--- src/hdl/xmem_pkg.sv ---
// package: register offsets, field layout, reset values and timing constants
package xmem_pkg;
    // ************************************************************
    // register offsets on the special-function register bus
    // ************************************************************
    localparam logic [7:0] ADDR_TIMING = 8'hA1;
    localparam logic [7:0] ADDR_PAGE = 8'hA2;
    localparam logic [7:0] ADDR_CONFIG = 8'hA3;
    localparam logic [7:0] ADDR_DATA_POINTER_LOW = 8'h82;
    localparam logic [7:0] ADDR_DATA_POINTER_HIGH = 8'h83;
    // ************************************************************
    // reset values
    // ************************************************************
    localparam logic [7:0] PAGE_RESET = 8'h00;
    localparam logic [7:0] CONFIG_RESET = 8'h03;
    localparam logic [7:0] TIMING_RESET = 8'hFF;
    localparam logic [7:0] CONFIG_WRITE_MASK = 8'h3F;
    // ************************************************************
    // field positions
    // ************************************************************
    localparam int CFG_PORT_BANK_BIT = 5;
    localparam int CFG_MUX_BIT = 4;
    localparam int CFG_MODE_HI = 3;
    localparam int CFG_MODE_LO = 2;
    localparam int CFG_ALE_HI = 1;
    localparam int CFG_ALE_LO = 0;
    localparam int TC_SETUP_HI = 7;
    localparam int TC_SETUP_LO = 6;
    localparam int TC_STROBE_HI = 5;
    localparam int TC_STROBE_LO = 2;
    localparam int TC_HOLD_HI = 1;
    localparam int TC_HOLD_LO = 0;
    // ************************************************************
    // memory modes and map
    // ************************************************************
    localparam logic [1:0] MODE_INTERNAL = 2'h0;
    localparam logic [1:0] MODE_SPLIT_NO_BANK = 2'h1;
    localparam logic [1:0] MODE_SPLIT_BANK = 2'h2;
    localparam logic [1:0] MODE_EXTERNAL = 2'h3;
    localparam int ONCHIP_ADDR_BITS = 12;
    // ************************************************************
    // access timing: fixed overhead beyond the programmed phases
    // ************************************************************
    localparam logic [4:0] OVERHEAD_CYCLES = 5'h4;
endpackage : xmem_pkg

--- src/hdl/xmem_cycle_counter.sv ---
// phase down-counter: loads a cycle count and flags its last cycle
`timescale 1ns/10ps
`default_nettype none
module xmem_cycle_counter #(
    parameter int WIDTH = 5
) (
    // clock and reset
    input wire logic sys_clk_in,
    input wire logic rst_in,
    // control
    input wire logic load_in,
    input wire logic [WIDTH-1:0] count_in,
    // status
    output logic last_out
);
    logic [WIDTH-1:0] remaining;

    if (WIDTH < 2) begin : g_width_check
        $error("counter width too small");
    end

    always_ff @(posedge sys_clk_in or posedge rst_in) begin
        if (rst_in) begin
            remaining <= '0;
        end else if (load_in) begin
            remaining <= count_in;
        end else if (remaining != '0) begin
            remaining <= remaining - 1'b1;
        end
    end

    assign last_out = (remaining == '0);
endmodule : xmem_cycle_counter
`default_nettype wire

--- src/hdl/xmem_addr_resolve.sv ---
// effective address forming and on-chip / off-chip routing
`timescale 1ns/10ps
`default_nettype none
module xmem_addr_resolve (
    // access request
    input wire logic wide_form_in,
    input wire logic [15:0] data_pointer_in,
    input wire logic [7:0] index_reg_in,
    // configuration
    input wire logic [7:0] page_select_bits_in,
    input wire logic [1:0] memory_mode_field_in,
    // results
    output logic [15:0] eff_addr_out,
    output logic offchip_out,
    output logic drive_high_out,
    output logic [11:0] onchip_addr_out
);
    logic above_boundary;

    always_comb begin
        eff_addr_out = wide_form_in ? data_pointer_in
                                    : {page_select_bits_in, index_reg_in};
        above_boundary = (eff_addr_out[15:xmem_pkg::ONCHIP_ADDR_BITS] != 4'h0);
        onchip_addr_out = eff_addr_out[xmem_pkg::ONCHIP_ADDR_BITS-1:0]; // wraps on 4k
        unique case (memory_mode_field_in)
            xmem_pkg::MODE_INTERNAL: offchip_out = 1'b0;
            xmem_pkg::MODE_SPLIT_NO_BANK: offchip_out = above_boundary;
            xmem_pkg::MODE_SPLIT_BANK: offchip_out = above_boundary;
            xmem_pkg::MODE_EXTERNAL: offchip_out = 1'b1;
        endcase
        // 8-bit form leaves upper address pins to the port latches except in mode 10
        drive_high_out = wide_form_in || (memory_mode_field_in == xmem_pkg::MODE_SPLIT_BANK);
    end
endmodule : xmem_addr_resolve
`default_nettype wire

--- src/hdl/external_memory_iface.sv ---
// external data memory interface: registers, routing and off-chip bus sequencer
`timescale 1ns/10ps
`default_nettype none
// Function
// wide form addresses through data pointer
// short form uses page byte plus index
// data pointer reachable as two bytes
// bank bit picks low or high ports
// software sets crossbar skip for strobes
// pins claimed only during off-chip access
// software parks pin latches high, push-pull
// data drivers off while reading
// pin output mode never changed here
// page select resets zero, selects page
// multiplex bit: shared or separate pins
// mode 00 routes everything on-chip
// mode 01 splits; latch high byte
// software picks off-chip page first
// mode 10 splits; page gives high byte
// mode 11 routes everything off-chip
// ale field sets 1-4 cycle widths
// config resets 03, top bits zero
// multiplexed: shared pins plus ale latch
// ale high with address, then data
// external latch holds after ale falls
// access takes programmed phases plus four
// timing register resets ones, three fields
// short form leaves high address undriven; code drives it in mode 10
// internal-only mode wraps on 4k
// on-chip access uses no pins
module external_memory_iface (
    // clock and reset
    input wire logic sys_clk_in,
    input wire logic rst_in,
    // special-function register bus
    input wire logic sfr_wr_in,
    input wire logic sfr_rd_in,
    input wire logic [7:0] sfr_addr_in,
    input wire logic [7:0] sfr_wdata_in,
    output logic [7:0] sfr_rdata_out,
    output logic sfr_hit_out,
    // cpu external-move request
    input wire logic move_req_in,
    input wire logic move_write_in,
    input wire logic move_wide_in,
    input wire logic [7:0] move_index_in,
    input wire logic [7:0] move_wdata_in,
    output logic move_busy_out,
    output logic move_done_out,
    output logic [7:0] move_rdata_out,
    // on-chip data ram
    output logic ram_en_out,
    output logic ram_we_out,
    output logic [11:0] ram_addr_out,
    output logic [7:0] ram_wdata_out,
    input wire logic [7:0] ram_rdata_in,
    // port pins (active-low enables: low while driving)
    output logic port_claim_low_out,
    output logic port_claim_high_out,
    output logic muxed_mode_out,
    output logic [7:0] addr_high_out,
    output logic addr_high_oe_n_out,
    output logic [7:0] addr_low_out,
    output logic addr_low_oe_n_out,
    output logic [7:0] data_out,
    output logic data_oe_n_out,
    input wire logic [7:0] data_in,
    output logic ale_out,
    output logic rd_n_out,
    output logic wr_n_out
);
    // ************************************************************
    // state machine of the off-chip sequence
    // ************************************************************
    typedef enum logic [2:0] {
        ST_IDLE = 3'b000,
        ST_ALE_HIGH = 3'b001,
        ST_ALE_LOW = 3'b010,
        ST_SETUP = 3'b011,
        ST_STROBE = 3'b100,
        ST_HOLD = 3'b101,
        ST_FINISH = 3'b110
    } seq_state_t;

    seq_state_t state;
    seq_state_t next_state;

    logic [7:0] page_select_bits;
    logic [7:0] external_memory_iface_configuration;
    logic [7:0] external_memory_iface_timing_control;
    logic [15:0] data_pointer;
    logic [15:0] eff_addr;
    logic offchip;
    logic drive_high;
    logic [11:0] onchip_addr;
    logic port_bank_select;
    logic bus_multiplex_select;
    logic [1:0] memory_mode_field;
    logic [1:0] ale_width_field;
    logic phase_last;
    logic phase_load;
    logic [4:0] phase_count;
    logic cur_write;
    logic cur_drive_high;
    logic [15:0] cur_addr;
    logic [7:0] cur_wdata;
    logic onchip_pending;

    assign port_bank_select = external_memory_iface_configuration[xmem_pkg::CFG_PORT_BANK_BIT];
    assign bus_multiplex_select = external_memory_iface_configuration[xmem_pkg::CFG_MUX_BIT];
    assign memory_mode_field =
        external_memory_iface_configuration[xmem_pkg::CFG_MODE_HI:xmem_pkg::CFG_MODE_LO];
    assign ale_width_field = external_memory_iface_configuration[xmem_pkg::CFG_ALE_HI:xmem_pkg::CFG_ALE_LO];

    // width of a programmed phase, in counter terms (count of cycles minus one)
    function automatic logic [4:0] phase_cycles(input logic [3:0] field, input logic plus_one);
        phase_cycles = {1'b0, field} + (plus_one ? 5'h0 : 5'h1F);
    endfunction : phase_cycles

    // ************************************************************
    // register file
    // ************************************************************
    always_ff @(posedge sys_clk_in or posedge rst_in) begin
        if (rst_in) begin
            page_select_bits <= xmem_pkg::PAGE_RESET;
        end else if (sfr_wr_in && sfr_addr_in == xmem_pkg::ADDR_PAGE) begin
            page_select_bits <= sfr_wdata_in;
        end
    end

    always_ff @(posedge sys_clk_in or posedge rst_in) begin
        if (rst_in) begin
            external_memory_iface_configuration <= xmem_pkg::CONFIG_RESET;
        end else if (sfr_wr_in && sfr_addr_in == xmem_pkg::ADDR_CONFIG) begin
            external_memory_iface_configuration <= sfr_wdata_in & xmem_pkg::CONFIG_WRITE_MASK;
        end
    end

    always_ff @(posedge sys_clk_in or posedge rst_in) begin
        if (rst_in) begin
            external_memory_iface_timing_control <= xmem_pkg::TIMING_RESET;
        end else if (sfr_wr_in && sfr_addr_in == xmem_pkg::ADDR_TIMING) begin
            external_memory_iface_timing_control <= sfr_wdata_in;
        end
    end

    always_ff @(posedge sys_clk_in or posedge rst_in) begin
        if (rst_in) begin
            data_pointer <= 16'h0000;
        end else if (sfr_wr_in && sfr_addr_in == xmem_pkg::ADDR_DATA_POINTER_LOW) begin
            data_pointer[7:0] <= sfr_wdata_in;
        end else if (sfr_wr_in && sfr_addr_in == xmem_pkg::ADDR_DATA_POINTER_HIGH) begin
            data_pointer[15:8] <= sfr_wdata_in;
        end
    end

    always_comb begin
        sfr_hit_out = 1'b1;
        unique case (sfr_addr_in)
            xmem_pkg::ADDR_PAGE: sfr_rdata_out = page_select_bits;
            xmem_pkg::ADDR_CONFIG: sfr_rdata_out = external_memory_iface_configuration;
            xmem_pkg::ADDR_TIMING: sfr_rdata_out = external_memory_iface_timing_control;
            xmem_pkg::ADDR_DATA_POINTER_LOW: sfr_rdata_out = data_pointer[7:0];
            xmem_pkg::ADDR_DATA_POINTER_HIGH: sfr_rdata_out = data_pointer[15:8];
            default: begin
                sfr_rdata_out = 8'h00;
                sfr_hit_out = 1'b0;
            end
        endcase
        if (!sfr_rd_in) begin
            sfr_rdata_out = 8'h00;
        end
    end

    // ************************************************************
    // address forming and routing
    // ************************************************************
    xmem_addr_resolve u_resolve (
        .wide_form_in(move_wide_in),
        .data_pointer_in(data_pointer),
        .index_reg_in(move_index_in),
        .page_select_bits_in(page_select_bits),
        .memory_mode_field_in(memory_mode_field),
        .eff_addr_out(eff_addr),
        .offchip_out(offchip),
        .drive_high_out(drive_high),
        .onchip_addr_out(onchip_addr)
    );

    // ************************************************************
    // on-chip path: single cycle ram access, no pins touched
    // ************************************************************
    always_comb begin
        ram_en_out = move_req_in && state == ST_IDLE && !offchip;
        ram_we_out = ram_en_out && move_write_in;
        ram_addr_out = onchip_addr;
        ram_wdata_out = move_wdata_in;
    end

    always_ff @(posedge sys_clk_in or posedge rst_in) begin
        if (rst_in) begin
            onchip_pending <= 1'b0;
        end else begin
            onchip_pending <= ram_en_out && !move_write_in;
        end
    end

    // ************************************************************
    // off-chip sequencer
    // ************************************************************
    xmem_cycle_counter #(
        .WIDTH(5)
    ) u_phase (
        .sys_clk_in(sys_clk_in),
        .rst_in(rst_in),
        .load_in(phase_load),
        .count_in(phase_count),
        .last_out(phase_last)
    );

    always_comb begin
        next_state = state;
        phase_load = 1'b0;
        phase_count = 5'h0;
        unique case (state)
            ST_IDLE: begin
                if (move_req_in && offchip) begin
                    phase_load = 1'b1;
                    if (!bus_multiplex_select) begin
                        next_state = ST_ALE_HIGH;
                        phase_count = phase_cycles({2'b00, ale_width_field}, 1'b1);
                    end else begin
                        next_state = ST_SETUP;
                        phase_count = {3'b000, external_memory_iface_timing_control[7:6]};
                    end
                end
            end
            ST_ALE_HIGH: begin
                if (phase_last) begin
                    next_state = ST_ALE_LOW;
                    phase_load = 1'b1;
                    phase_count = phase_cycles({2'b00, ale_width_field}, 1'b1);
                end
            end
            ST_ALE_LOW: begin
                if (phase_last) begin
                    next_state = ST_SETUP;
                    phase_load = 1'b1;
                    phase_count = {3'b000, external_memory_iface_timing_control[7:6]};
                end
            end
            ST_SETUP: begin
                // setup of zero still spends one overhead cycle here
                if (phase_last) begin
                    next_state = ST_STROBE;
                    phase_load = 1'b1;
                    phase_count = {1'b0,
                        external_memory_iface_timing_control[xmem_pkg::TC_STROBE_HI:xmem_pkg::TC_STROBE_LO]
                    };
                end
            end
            ST_STROBE: begin
                if (phase_last) begin
                    next_state = ST_HOLD;
                    phase_load = 1'b1;
                    phase_count = {3'b000,
                        external_memory_iface_timing_control[xmem_pkg::TC_HOLD_HI:xmem_pkg::TC_HOLD_LO]};
                end
            end
            ST_HOLD: begin
                if (phase_last) begin
                    next_state = ST_FINISH;
                    phase_load = 1'b1;
                    phase_count = xmem_pkg::OVERHEAD_CYCLES - 5'h3;
                end
            end
            ST_FINISH: begin
                if (phase_last) begin
                    next_state = ST_IDLE;
                end
            end
            default: next_state = ST_IDLE;
        endcase
    end

    always_ff @(posedge sys_clk_in or posedge rst_in) begin
        if (rst_in) begin
            state <= ST_IDLE;
        end else begin
            state <= next_state;
        end
    end

    // latch the access so the bus stays stable for the whole sequence
    always_ff @(posedge sys_clk_in or posedge rst_in) begin
        if (rst_in) begin
            cur_write <= 1'b0;
            cur_drive_high <= 1'b0;
            cur_addr <= 16'h0000;
            cur_wdata <= 8'h00;
        end else if (state == ST_IDLE && move_req_in && offchip) begin
            cur_write <= move_write_in;
            cur_drive_high <= drive_high;
            cur_addr <= eff_addr;
            cur_wdata <= move_wdata_in;
        end
    end

    always_ff @(posedge sys_clk_in or posedge rst_in) begin
        if (rst_in) begin
            move_rdata_out <= 8'h00;
        end else if (onchip_pending) begin
            move_rdata_out <= ram_rdata_in;
        end else if (state == ST_STROBE && phase_last && !cur_write) begin
            move_rdata_out <= data_in;
        end
    end

    always_ff @(posedge sys_clk_in or posedge rst_in) begin
        if (rst_in) begin
            move_done_out <= 1'b0;
        end else begin
            move_done_out <= (ram_en_out) || (state == ST_FINISH && phase_last);
        end
    end

    assign move_busy_out = (state != ST_IDLE) || onchip_pending;

    // ************************************************************
    // pin drive: claimed only while off-chip sequence runs
    // ************************************************************
    always_comb begin
        logic active;
        logic shared;
        logic strobing;
        active = (state != ST_IDLE);
        shared = !bus_multiplex_select;
        strobing = (state == ST_STROBE);
        port_claim_low_out = active && !port_bank_select;
        port_claim_high_out = active && port_bank_select;
        muxed_mode_out = shared;
        ale_out = (state == ST_ALE_HIGH);
        rd_n_out = !(strobing && !cur_write);
        wr_n_out = !(strobing && cur_write);
        addr_high_out = cur_addr[15:8];
        addr_high_oe_n_out = !(active && cur_drive_high);
        addr_low_out = cur_addr[7:0];
        addr_low_oe_n_out = !(active && !shared);
        data_out = (shared && (state == ST_ALE_HIGH || state == ST_ALE_LOW))
                   ? cur_addr[7:0] : cur_wdata;
        // read turns data drivers off; push-pull/open-drain left to port logic
        data_oe_n_out = !(active && (cur_write || (shared && state inside {ST_ALE_HIGH, ST_ALE_LOW})));
    end
endmodule : external_memory_iface
`default_nettype wire

--- config.mk ---
export PLATFORM = sky130hd
export DESIGN_NAME = external_memory_iface
export DESIGN_NICKNAME = d
export VERILOG_FILES = /design/src/hdl/xmem_pkg.sv /design/src/hdl/xmem_cycle_counter.sv /design/src/hdl/xmem_addr_resolve.sv /design/src/hdl/external_memory_iface.sv
export SDC_FILE = /design/constraint.sdc
export NUM_CORES = 1
export LEC_CHECK = 0
export BUFFER_PORTS_ARGS = -buffer_cell sky130_fd_sc_hd__buf_2
export CAP_MARGIN = 30
export CORE_UTILIZATION = 30
export DETAILED_ROUTE_END_ITERATION = 10
export PLACE_DENSITY = 0.48
export SLEW_MARGIN = 20
export SYNTH_ARGS = -nofsm -noshare
export SYNTH_HDL_FRONTEND = slang
export SYNTH_HIERARCHICAL = 1
export SYNTH_SLANG_ARGS = --single-unit
export TNS_END_PERCENT = 5
--- constraint.sdc ---
create_clock -name sys_clk_in -period 5 [get_ports sys_clk_in]
set_input_delay 0 -clock sys_clk_in [delete_from_list [all_inputs] [get_ports sys_clk_in]]
set_output_delay 0 -clock sys_clk_in [all_outputs]
set_load 0.1 [all_outputs]
==> results.sh, run 1 <==
export IMPL_grt_max_degree=41
export IMPL_dr_pass1_iters=4
export IMPL_design_internal_power_mw=1.57
export IMPL_ys_ff_latch=82
export IMPL_floorplan_io_pins=129
export IMPL_synth_edf_count=0
export IMPL_power_share_switching_pct=44.1
export IMPL_crit_arrival_ns=2.74
export IMPL_timing_hold_worst_class="in -> reg"
export IMPL_tritoncts="yes"
export IMPL_final_core_utilization_pct=39.1
export IMPL_static_leakage_nw=2.93
export IMPL_grt_first_pass_wirelength_mm=20.0
export IMPL_maximum_clock_insertion_buffer_count=2
export IMPL_timing_final_setup_violations=0
export IMPL_switching_power_mw=1.24
export IMPL_hold_viol_final=0
export IMPL_gp_congestion=0.774
export IMPL_vias_per_cell=4.88
export IMPL_finalWirelength_mm=12.6
export IMPL_cts_sink_count=82
export IMPL_floorplan_die_area_um2=16000
export IMPL_cts_root_buf="sky130_fd_sc_hd__clkbuf_16"
export IMPL_skew_ns=0.0113
export IMPL_yosysWarnings=6
export IMPL_antenna_found_initial=0
export IMPL_cts_clk_slew_worst_paths_ns=0.07
export IMPL_hpwlAfterDp_mm=8.95
export IMPL_required_ns=5.18
export IMPL_max_slew_worst_pin_slew_ns=0.694
export IMPL_share_of_total_power_in_sequential_cells_pct=31.0
export IMPL_timing_max_transition_violations_final=0
export IMPL_finalWorstPathRequiredPeriod_ns=2.55
export IMPL_criticalPathCategory="reg -> reg"
export IMPL_multi_input_gate_area_um2=2240
export IMPL_ir_worst_vdd_mv=0.205
export IMPL_synthToLayoutAreaGrowth_pct=27.4
export IMPL_die_width_um=127
export IMPL_slew_limit_headroom_pct=53.7
export IMPL_clock_latency_ns=0.34
export IMPL_synth_net_count=460
export IMPL_detail_route_drc_violations=0
export IMPL_final_period_utilization_pct=51.1
export IMPL_endpoint_kind="register"
export IMPL_start_kind="register"
export IMPL_rsz0062_at_grt="no"
export IMPL_power_density_nw_per_um2=472
export IMPL_port_buffers=128
export IMPL_fmax_mhz=392
export IMPL_vias=3538
export IMPL_drtAntennaViolNets=0
export IMPL_synthesis_area_um2=4660
export IMPL_cts_repair_resize_count=0
export IMPL_num_antenna_cells=0
export IMPL_clock_tree_htree_level_count=3
export IMPL_tritoncts_num_buffers=9
export IMPL_wl_per_cell_um=17.4
export IMPL_p_clk_share_pct=27.7
export IMPL_die_height_um=127
export IMPL_post_cts_buffers=0
export IMPL_syn_inst=401
export IMPL_drv_max_cap_violation_count=0
export IMPL_seq_area_um2=2060
export IMPL_synth_sequential_area_ratio_pct=44.3
export IMPL_finalNetCount=591
export IMPL_synth_area_per_cell_um2=11.6
export IMPL_dr_first_iter_drc_count=163
export IMPL_grt_pass1_vias=3637
export IMPL_critical_path_peak_fanout=31
export IMPL_post_synth_num_cell_types=60
export IMPL_cts_hold_buf=33
export IMPL_layout_filler_cells=1507
export IMPL_asyncSetResetFlopFracSynth_pct=100
export IMPL_outcome="finished clean"
export IMPL_floorplan_core_area_um2=15200
export IMPL_gr_total_overflow=0
export IMPL_fin_tns_setup_ns=0
export IMPL_initial_utilization_pct=30.7
export IMPL_combinationalPowerShare_pct=41.3
export IMPL_drive_gt1_share_pct=49.2
export IMPL_synth_flop_cell="sky130_fd_sc_hd__dfrtp_1"
export IMPL_std_cell_rows=45
export IMPL_global_route_total_usage_across_every_layer_pct=16.3
==> placed cells by master (no fill, tap or decap), types with 3 or more instances in the layout <==
cell type | synthesis | routed
sky130_fd_sc_hd__inv_1 | 10 | 9
sky130_fd_sc_hd__nand2_1 | 26 | 26
sky130_fd_sc_hd__nor2b_1 | 17 | 17
sky130_fd_sc_hd__a31oi_1 | 10 | 10
sky130_fd_sc_hd__mux2i_1 | 6 | 6
sky130_fd_sc_hd__mux2_4 | 10 | 10
sky130_fd_sc_hd__xnor2_1 | 3 | 3
sky130_fd_sc_hd__a22oi_1 | 3 | 3
sky130_fd_sc_hd__a32o_1 | 3 | 3
sky130_fd_sc_hd__dlygate4sd3_1 | 0 | 33
sky130_fd_sc_hd__a21oi_1 | 17 | 17
sky130_fd_sc_hd__o21ai_0 | 8 | 8
sky130_fd_sc_hd__nor2_1 | 14 | 14
sky130_fd_sc_hd__and2_1 | 4 | 4
sky130_fd_sc_hd__buf_2 | 5 | 128
sky130_fd_sc_hd__mux2_1 | 3 | 3
sky130_fd_sc_hd__dfrtp_1 | 72 | 72
sky130_fd_sc_hd__mux2_2 | 83 | 83
sky130_fd_sc_hd__bufinv_16 | 0 | 3
sky130_fd_sc_hd__clkbuf_16 | 0 | 9
sky130_fd_sc_hd__a32oi_1 | 4 | 4
sky130_fd_sc_hd__nand3_1 | 7 | 7
sky130_fd_sc_hd__ha_1 | 4 | 4
sky130_fd_sc_hd__dfstp_2 | 10 | 10
==> critical path: stages (launching register included) <==
cell and delay, ns:
sky130_fd_sc_hd__dfrtp_1 0.40, sky130_fd_sc_hd__inv_1 0.08, sky130_fd_sc_hd__ha_1 0.28, sky130_fd_sc_hd__nor2_1 0.04, sky130_fd_sc_hd__nor2_1 0.08, sky130_fd_sc_hd__o41a_1 0.25, sky130_fd_sc_hd__nand3_4 0.40, sky130_fd_sc_hd__a22oi_1 0.69
sky130_fd_sc_hd__o21ai_0 0.18
==> through the flow <==
stage / total power, mW / instances / setup WS (ns) / area [µm²] / hold WS (ns)
floorplan: 1.80 / 401 / 1.86 / 4660 / -0.221
global placement: 1.97 / 675 / 2.45 / 5240 / -0.0804
detailed placement: 1.99 / 676 / 2.43 / 5260 / -0.0753
CTS: 2.84 / 725 / 2.41 / 5940 / 0.00797
global route: 2.95 / 725 / 2.09 / 5940 / 0.0226
finish: 2.81 / 725 / 2.45 / 5940 / 0.0176
==> per-layer routing <==
| metal | up-vias | track usage [%] | share of wire [%] |
|---|---|---|---|
| li1 | 1674 | - | - |
| met3 | 8 | 4.64 | 5.2 |
| met1 | 1737 | 19.9 | 44 |
| met2 | 119 | 27.5 | 49 |
| met5 | - | 0 | 0 |
| met4 | 0 | 6.09 | 1.9 |
==> power by group through the flow <==
stage / registers [mW] / clock network (mW) / logic [mW]
2_1_floorplan: 1.05 / 0 / 0.754
3_3_place_gp: 0.877 / 0 / 1.09
3_5_place_dp: 0.884 / 0 / 1.10
4_1_cts: 0.872 / 0.806 / 1.16
5_1_grt: 0.889 / 0.832 / 1.23
6_report: 0.870 / 0.777 / 1.16
==> cell families after synthesis <==
logic type	share of synthesized area [%]
buffers and inverters	7.62
other	0.0804
and+or+nand+nor	12.3
AOI/OAI and AO/OA	8.83
DFF	44.3
muxes	25.3
adders and majority gates	1.07
xor gates and xnor gates	0.564
==> path summary, 6_finish.rpt <==
path                                                                    start  depth (start not counted)                                                  end  slack [ns]
max in group asynchronous                                              rst_in                          5  external_memory_iface_timing_control[7]$_DFFE_PP1P_        3.98
setup reg to reg           external_memory_iface_configuration[2]$_DFFE_PP0P_                          8                     u_phase/remaining[4]$_DFFE_PP0P_        2.45
min in group asynchronous                                              rst_in                          3                     u_phase/remaining[2]$_DFFE_PP0P_        0.12
hold reg to reg                                      cur_addr[13]$_DFFE_PP0P_                          1                             cur_addr[13]$_DFFE_PP0P_        0.49
hold / removal                                                     data_in[5]                          3                        move_rdata_out[5]$_DFFE_PP0P_        0.02
setup / recovery           external_memory_iface_configuration[2]$_DFFE_PP0P_                          8                     u_phase/remaining[4]$_DFFE_PP0P_        2.45
==> layout make-up <==
type / instances / share of cell area [%]
Clock inverter: 6 / 1.90
Inverter: 10 / 0.653
Multi-Input combinational cell: 265 / 37.8
Tap cell: 188 / 3.96
Sequential cell: 82 / 34.8
Clock buffer: 10 / 4.02
Timing Repair Buffer: 164 / 16.9
==> flip-flops by register name, indices dropped and copies added (netlist names) <==
name / cells
cur_addr: 16
data_pointer: 16
cur_wdata: 8
external_memory_iface_timing_control: 8
move_rdata_out: 8
page_select_bits: 8
external_memory_iface_configuration: 6
u_phase/remaining: 5
state: 3
cur_drive_high: 1
cur_write: 1
move_done_out: 1
onchip_pending: 1
==> cells in the mapped netlist, drive strengths merged (5+ instances only) <==
master / instances / area [µm²]
clkbuf: 7 / 26.3
dfrtp: 72 / 1800
inv: 10 / 37.5
buf: 37 / 292
nor2: 14 / 52.6
a21oi: 17 / 85.1
a31oi: 10 / 62.6
nor2b: 17 / 106
nand2: 27 / 104
mux2i: 6 / 60.1
dfstp: 10 / 263
o21ai: 12 / 75.1
nand3: 8 / 52.6
mux2: 96 / 1120
and2: 5 / 32.5
(Power assumes the default switching activity.)
==> run 2, diff against run 1 <==
--- a/config.mk
+++ b/config.mk
@@ -5,11 +5,12 @@
 export SDC_FILE = /design/constraint.sdc
 export NUM_CORES = 1
 export LEC_CHECK = 0
+export ABC_AREA = 1
 export BUFFER_PORTS_ARGS = -buffer_cell sky130_fd_sc_hd__buf_2
 export CAP_MARGIN = 30
 export CORE_UTILIZATION = 30
 export DETAILED_ROUTE_END_ITERATION = 10
-export PLACE_DENSITY = 0.48
+export PLACE_DENSITY = 0.49
 export SLEW_MARGIN = 20
 export SYNTH_ARGS = -nofsm -noshare
 export SYNTH_HDL_FRONTEND = slang
==> constraint.sdc (replaced) <==
create_clock -name sys_clk_in -period 2.3 [get_ports sys_clk_in]
set_input_delay 0 -clock sys_clk_in [delete_from_list [all_inputs] [get_ports sys_clk_in]]
set_output_delay 0 -clock sys_clk_in [all_outputs]
set_load 0.1 [all_outputs]
==> results.sh, run 2 <==
export IMPL_yosys_area_share_simple_pct=30.5
export IMPL_netlist_area_leader_share_pct=37.8
export IMPL_clock_latency_ns=0.34
export IMPL_tritoncts="yes"
export IMPL_fmax_mhz=484
export IMPL_most_common_cell_in_the_netlist="sky130_fd_sc_hd__nand2_1"
export IMPL_synth_edf_count=0
export IMPL_finalWorstPathRequiredPeriod_ns=2.07
export IMPL_gp_congestion=0.895
export IMPL_stdcell_area_um2=6180
export IMPL_cts_clk_slew_worst_paths_ns=0.06
export IMPL_cts_sink_count=82
export IMPL_floorplan_io_pins=129
export IMPL_port_buffers=128
export IMPL_drive_gt1_share_pct=26.2
export IMPL_crit_arrival_ns=2.07
export IMPL_timing_final_setup_violations=0
export IMPL_synthesis_area_um2=4770
export IMPL_initial_utilization_pct=31.0
export IMPL_asyncSetResetFlopFracSynth_pct=100
export IMPL_die_height_um=128
export IMPL_top_regs="cur_addr (16), data_pointer (16)"
export IMPL_clock_tree_htree_level_count=3
export IMPL_endpoint_kind="output pin"
export IMPL_vias_per_cell=4.49
export IMPL_max_slew_worst_pin_slew_ns=0.800
export IMPL_seq_area_um2=2060
export IMPL_wl_per_cell_um=13.9
export IMPL_critical_path_peak_fanout=6
export IMPL_outcome="finished clean"
export IMPL_synth_sequential_area_ratio_pct=43.3
export IMPL_synth_compound_area_share_pct=11.9
export IMPL_criticalPathCategory="reg -> out"
export IMPL_synth_net_count=706
export IMPL_yosysWarnings=6
export IMPL_cts_root_buf="sky130_fd_sc_hd__clkbuf_16"
export IMPL_num_antenna_cells=0
export IMPL_gr_total_overflow=0
export IMPL_placement_cell_area_um2=5540
export IMPL_global_route_total_usage_across_every_layer_pct=17.3
export IMPL_syn_inst=647
export IMPL_finalNetCount=845
export IMPL_detail_route_drc_violations=0
export IMPL_synthDominantAreaCellType="sky130_fd_sc_hd__dfrtp_1"
export IMPL_maximum_clock_insertion_buffer_count=2
export IMPL_dr_pass1_iters=5
export IMPL_drv_max_cap_violation_count=0
export IMPL_static_leakage_nw=3.30
export IMPL_timing_hold_worst_class="in -> reg"
export IMPL_hpwlAfterDp_mm=10.4
export IMPL_synthXorXnorAreaFrac_pct=0.184
export IMPL_netlist_top_cells_area="sky130_fd_sc_hd__dfrtp_1, sky130_fd_sc_hd__nand2_1, sky130_fd_sc_hd__o21ai_0, sky130_fd_sc_hd__inv_1, sky130_fd_sc_hd__dfstp_2"
export IMPL_most_common_layout_cells="sky130_fd_sc_hd__nand2_1, sky130_fd_sc_hd__buf_2, sky130_fd_sc_hd__inv_1"
export IMPL_floorplan_core_area_um2=15400
export IMPL_required_ns=2.30
export IMPL_synthAdderAreaFrac_pct=1.05
export IMPL_synthToLayoutAreaGrowth_pct=29.5
export IMPL_skew_ns=0.00652
export IMPL_tritoncts_num_buffers=9
export IMPL_finalWirelength_mm=13.9
export IMPL_final_period_utilization_pct=89.8
export IMPL_vias=4500
export IMPL_synth_common_cells="sky130_fd_sc_hd__nand2_1, sky130_fd_sc_hd__inv_1, sky130_fd_sc_hd__o21ai_0, sky130_fd_sc_hd__dfrtp_1, sky130_fd_sc_hd__nand3_1"
export IMPL_ys_ff_latch=82
export IMPL_hold_viol_final=0
export IMPL_antenna_found_initial=0
export IMPL_grt_first_pass_wirelength_mm=21.7
export IMPL_post_synth_num_cell_types=35
export IMPL_std_cell_rows=45
export IMPL_synth_flop_cell="sky130_fd_sc_hd__dfrtp_1"
export IMPL_drtAntennaViolNets=0
export IMPL_floorplan_die_area_um2=16400
export IMPL_power_density_nw_per_um2=896
export IMPL_grt_max_degree=54
export IMPL_timing_max_transition_violations_final=0
export IMPL_hold_path_depth=5
export IMPL_grt_pass1_vias=4103
export IMPL_layout_cells_most_common="sky130_fd_sc_hd__nand2_1"
export IMPL_die_width_um=128
export IMPL_main_combinational_cell_family_by_area_after_synthesis="simple AND/OR/NAND/NOR gates"
export IMPL_rsz0062_at_grt="no"
export IMPL_synth_area_per_cell_um2=7.38
export IMPL_post_cts_buffers=0
export IMPL_ir_worst_vdd_mv=0.522
export IMPL_final_core_utilization_pct=40.2
export IMPL_muxShareOfSynthArea_pct=0
export IMPL_start_kind="register"
export IMPL_slew_limit_headroom_pct=46.7
export IMPL_multi_input_gate_area_um2=2110
export IMPL_r2r_worst_path_cells=9
export IMPL_layout_filler_cells=1595
export IMPL_dr_first_iter_drc_count=252
[run 2: cell types whose count changed in the layout (fill, tap and decap cells not counted), sizes merged, moves of 31 or more]
cell   previous run  this run
nand2            27       233
mux2             96         0
o21ai            12        94
inv              10        81
nand3             8        40
nor2             14        45
[run 2: critical path: stages (launching register included)]
cell and delay [ns]:
sky130_fd_sc_hd__dfrtp_1 0.44, sky130_fd_sc_hd__inv_1 0.11, sky130_fd_sc_hd__nand2_2 0.08, sky130_fd_sc_hd__inv_1 0.10, sky130_fd_sc_hd__nand2_1 0.17, sky130_fd_sc_hd__inv_1 0.18, sky130_fd_sc_hd__nand3b_1 0.20, sky130_fd_sc_hd__nor2_1 0.14
sky130_fd_sc_hd__buf_4 0.30
[run 2: worst paths after layout]
path | from | endpoint | slack, ns
worst max-delay path | state[0]$_DFFE_PP0P_ | ram_we_out | 0.23
worst min-delay path | move_index_in[4] | cur_addr[4]$_DFFE_PP0P_ | 0.05
worst max register to register | external_memory_iface_configuration[2]$_DFFE_PP0P_ | state[1]$_DFFE_PP0P_ | 0.40
worst min register to register | cur_wdata[5]$_DFFE_PP0P_ | cur_wdata[5]$_DFFE_PP0P_ | 0.49
max in group asynchronous | rst_in | onchip_pending$_DFF_PP0_ | 1.20
min in group asynchronous | rst_in | u_phase/remaining[4]$_DFFE_PP0P_ | 0.13
[run 2: logic make-up after synthesis]
| kind of cell | count (synthesis) |
|---|---|
| AO/OA/AOI/OAI | 107 |
| XOR/XNOR | 1 |
| adder cells (fa/ha/maj) | 4 |
| buffers and inverters | 124 |
| flip-flops | 82 |
| other | 1 |
| AND/OR/NAND/NOR | 328 |
[run 2: layer usage]
metal  track usage, %  vias up  routed length, µm
met3             2.42       15                664
met5                0        -                  0
li1                 -     2280                  -
met4             6.23        0                251
met2             26.6      131               6220
met1             24.6     2074               6760
[run 2: repair_timing]
item | 4_1_cts | 5_1_grt
setup endpoints to repair | 0 | 2
hold endpoints to repair | 84 | 0
hold buffers | 34 | 0
resized for setup | 0 | 3
[run 2: through the flow]
step	power (mW)	TNS, ns	hold WS [ns]	setup WS [ns]	std cells
after global routing	5.84	0	0.0634	0.0172	1002
after global placement	4.06	0	-0.0703	0.421	952
after floorplan	3.67	-1.88	-0.221	-0.299	647
after detailed placement	4.09	0	-0.0594	0.382	952
final	5.54	0	0.0505	0.235	1002
after CTS	5.60	0	0.0452	0.104	1002
[run 2: layout make-up]
| type | instances | share of cell area (%) |
|---|---|---|
| sequential | 82 | 33.4 |
| timing repair buffer | 168 | 18.1 |
| clock buffer | 15 | 4.68 |
| tap | 211 | 4.27 |
| clock inverter | 1 | 0.0810 |
| inverter | 84 | 5.24 |
| multi-input combinational | 441 | 34.2 |
[run 2: where the power goes]
part           internal [mW]  switching [mW]
registers               1.65           0.146
logic                  0.491            1.83
clock network          0.857           0.568
==> run 3, diff against run 2 <==
--- a/config.mk
+++ b/config.mk
@@ -11,6 +11,7 @@
 export CORE_UTILIZATION = 30
 export DETAILED_ROUTE_END_ITERATION = 10
 export PLACE_DENSITY = 0.49
+export RECOVER_POWER = 25
 export SLEW_MARGIN = 20
 export SYNTH_ARGS = -nofsm -noshare
 export SYNTH_HDL_FRONTEND = slang
==> results.sh, run 3 (same netlist as run 2, synthesis figures left out) <==
export IMPL_cts_clk_slew_worst_paths_ns=0.06
export IMPL_maximum_clock_insertion_buffer_count=2
export IMPL_die_width_um=128
export IMPL_top_regs="cur_addr (16), data_pointer (16)"
export IMPL_die_height_um=128
export IMPL_placedCellCount=952
export IMPL_layout_cells_most_common="sky130_fd_sc_hd__nand2_1"
export IMPL_vias_per_cell=4.53
export IMPL_synthToLayoutAreaGrowth_pct=28.9
export IMPL_critical_path_peak_fanout=6
export IMPL_tritoncts="yes"
export IMPL_max_slew_worst_pin_slew_ns=1.74
export IMPL_wl_per_cell_um=13.9
export IMPL_dr_first_iter_drc_count=286
export IMPL_tritoncts_num_buffers=9
export IMPL_grt_max_degree=54
export IMPL_num_antenna_cells=0
export IMPL_cts_root_buf="sky130_fd_sc_hd__clkbuf_16"
export IMPL_port_buffers=128
export IMPL_ir_worst_vdd_mv=0.523
export IMPL_timing_hold_worst_class="in -> reg"
export IMPL_power_density_nw_per_um2=901
export IMPL_endpoint_kind="output pin"
export IMPL_required_ns=2.30
export IMPL_power_share_switching_pct=46.0
export IMPL_finalWorstPathRequiredPeriod_ns=2.06
export IMPL_fmax_mhz=485
export IMPL_floorplan_core_area_um2=15400
export IMPL_grt_pass1_vias=4103
export IMPL_global_route_total_usage_across_every_layer_pct=17.3
export IMPL_drv_max_cap_violation_count=1
export IMPL_dr_pass1_iters=5
export IMPL_gp_congestion=0.895
export IMPL_gr_total_overflow=0
export IMPL_violations_in_the_final_reports="max-capacitance violations, max-slew violations"
export IMPL_floorplan_die_area_um2=16400
export IMPL_start_kind="register"
export IMPL_post_cts_buffers=0
export IMPL_switching_power_mw=2.55
export IMPL_skew_ns=0.00830
export IMPL_hold_viol_final=0
export IMPL_crit_arrival_ns=2.06
export IMPL_criticalPathCategory="reg -> out"
export IMPL_rsz0062_at_grt="no"
export IMPL_outcome="finished with violations"
export IMPL_timing_final_setup_violations=0
export IMPL_floorplan_io_pins=129
export IMPL_finalNetCount=845
export IMPL_grt_first_pass_wirelength_mm=21.7
export IMPL_finalHoldWorstSlack_ns=0.0506
export IMPL_initial_utilization_pct=31.0
export IMPL_share_of_total_power_in_sequential_cells_pct=32.3
export IMPL_antenna_found_initial=0
export IMPL_p_clk_share_pct=25.7
export IMPL_detail_route_drc_violations=0
export IMPL_static_leakage_nw=3.28
export IMPL_std_cell_rows=45
export IMPL_design_internal_power_mw=2.99
export IMPL_slew_limit_headroom_pct=-15.9
export IMPL_cts_sink_count=82
export IMPL_final_instance_count_excl_fill=1002
export IMPL_clock_tree_htree_level_count=3
export IMPL_final_period_utilization_pct=89.6
export IMPL_combinationalPowerShare_pct=41.9
export IMPL_timing_max_transition_violations_final=44
export IMPL_vias=4539
export IMPL_most_common_layout_cells="sky130_fd_sc_hd__nand2_1, sky130_fd_sc_hd__buf_2, sky130_fd_sc_hd__inv_1"
export IMPL_drtAntennaViolNets=0
export IMPL_drive_gt1_share_pct=25.3
export IMPL_finalWirelength_mm=13.9
export IMPL_post_layout_total_power_mw=5.54
export IMPL_hpwlAfterDp_mm=10.4
export IMPL_clock_latency_ns=0.34
run 3: cell types whose count changed in the layout (fill, tap and decap cells not counted), sizes merged:
cell	before	now
buf	133	132
clkbuf	16	17
clkinv	4	3
inv	81	82
run 3: final timing paths:
kind	end	cells after the start	startpoint	slack, ns
worst max-delay path	ram_we_out	8	state[0]$_DFFE_PP0P_	0.24
min in group asynchronous	u_phase/remaining[4]$_DFFE_PP0P_	3	rst_in	0.11
worst min-delay path	cur_addr[4]$_DFFE_PP0P_	5	move_index_in[4]	0.05
max in group asynchronous	onchip_pending$_DFF_PP0_	4	rst_in	0.44
worst min register to register	cur_addr[9]$_DFFE_PP0P_	2	cur_addr[9]$_DFFE_PP0P_	0.49
worst max register to register	state[2]$_DFFE_PP0P_	9	external_memory_iface_configuration[2]$_DFFE_PP0P_	0.41
run 3: power groups by stage:
stage / Combinational (mW) / Sequential, mW / Clock [mW]
global placement: 2.25 / 1.81 / 0
detailed placement: 2.28 / 1.82 / 0
global route: 2.49 / 1.82 / 1.53
CTS: 2.34 / 1.79 / 1.47
floorplan: 1.31 / 2.35 / 0
finish: 2.32 / 1.79 / 1.42
run 3: timing repair:
action,4_1_cts,5_1_grt
setup endpoints to repair,0,2
hold buffers,34,0
resized for setup,0,3
endpoints found under the hold margin,84,0
run 3: metal layers:
metal,GRT usage [%],wire (µm),vias to the layer above
li1,-,-,2279
met4,6.23,227,0
met5,0,0,-
met1,24.6,6710,2078
met3,2.42,754,13
met2,26.6,6230,169
run 3: metrics by stage:
stage	cell area (µm²)	setup WS [ns]	setup TNS, ns	util, %
finish	6150	0.239	0	40.0
global route	6150	0.0172	0	40.0
CTS	6180	0.104	0	40.2
detailed placement	5540	0.382	0	36.1
global placement	5540	0.421	0	36.1
floorplan	4800	-0.299	-1.88	-
run 3: area by class of cell:
type                       instances  area (µm²)
clock buffer                      15         289
clock inverter                     1        5.00
fill                            1600        9220
inverter                          84         323
multi-input combinational        441        2090
sequential                        82        2060
tap                              211         264
timing repair buffer             168        1120
run 3: critical path: stages (launching register included):
cell	delay (ns)
sky130_fd_sc_hd__dfrtp_1	0.43
sky130_fd_sc_hd__inv_1	0.11
sky130_fd_sc_hd__nand2_2	0.08
sky130_fd_sc_hd__inv_1	0.10
sky130_fd_sc_hd__nand2_1	0.17
sky130_fd_sc_hd__inv_1	0.18
sky130_fd_sc_hd__nand3b_1	0.20
sky130_fd_sc_hd__nor2_1	0.14
sky130_fd_sc_hd__buf_4	0.30
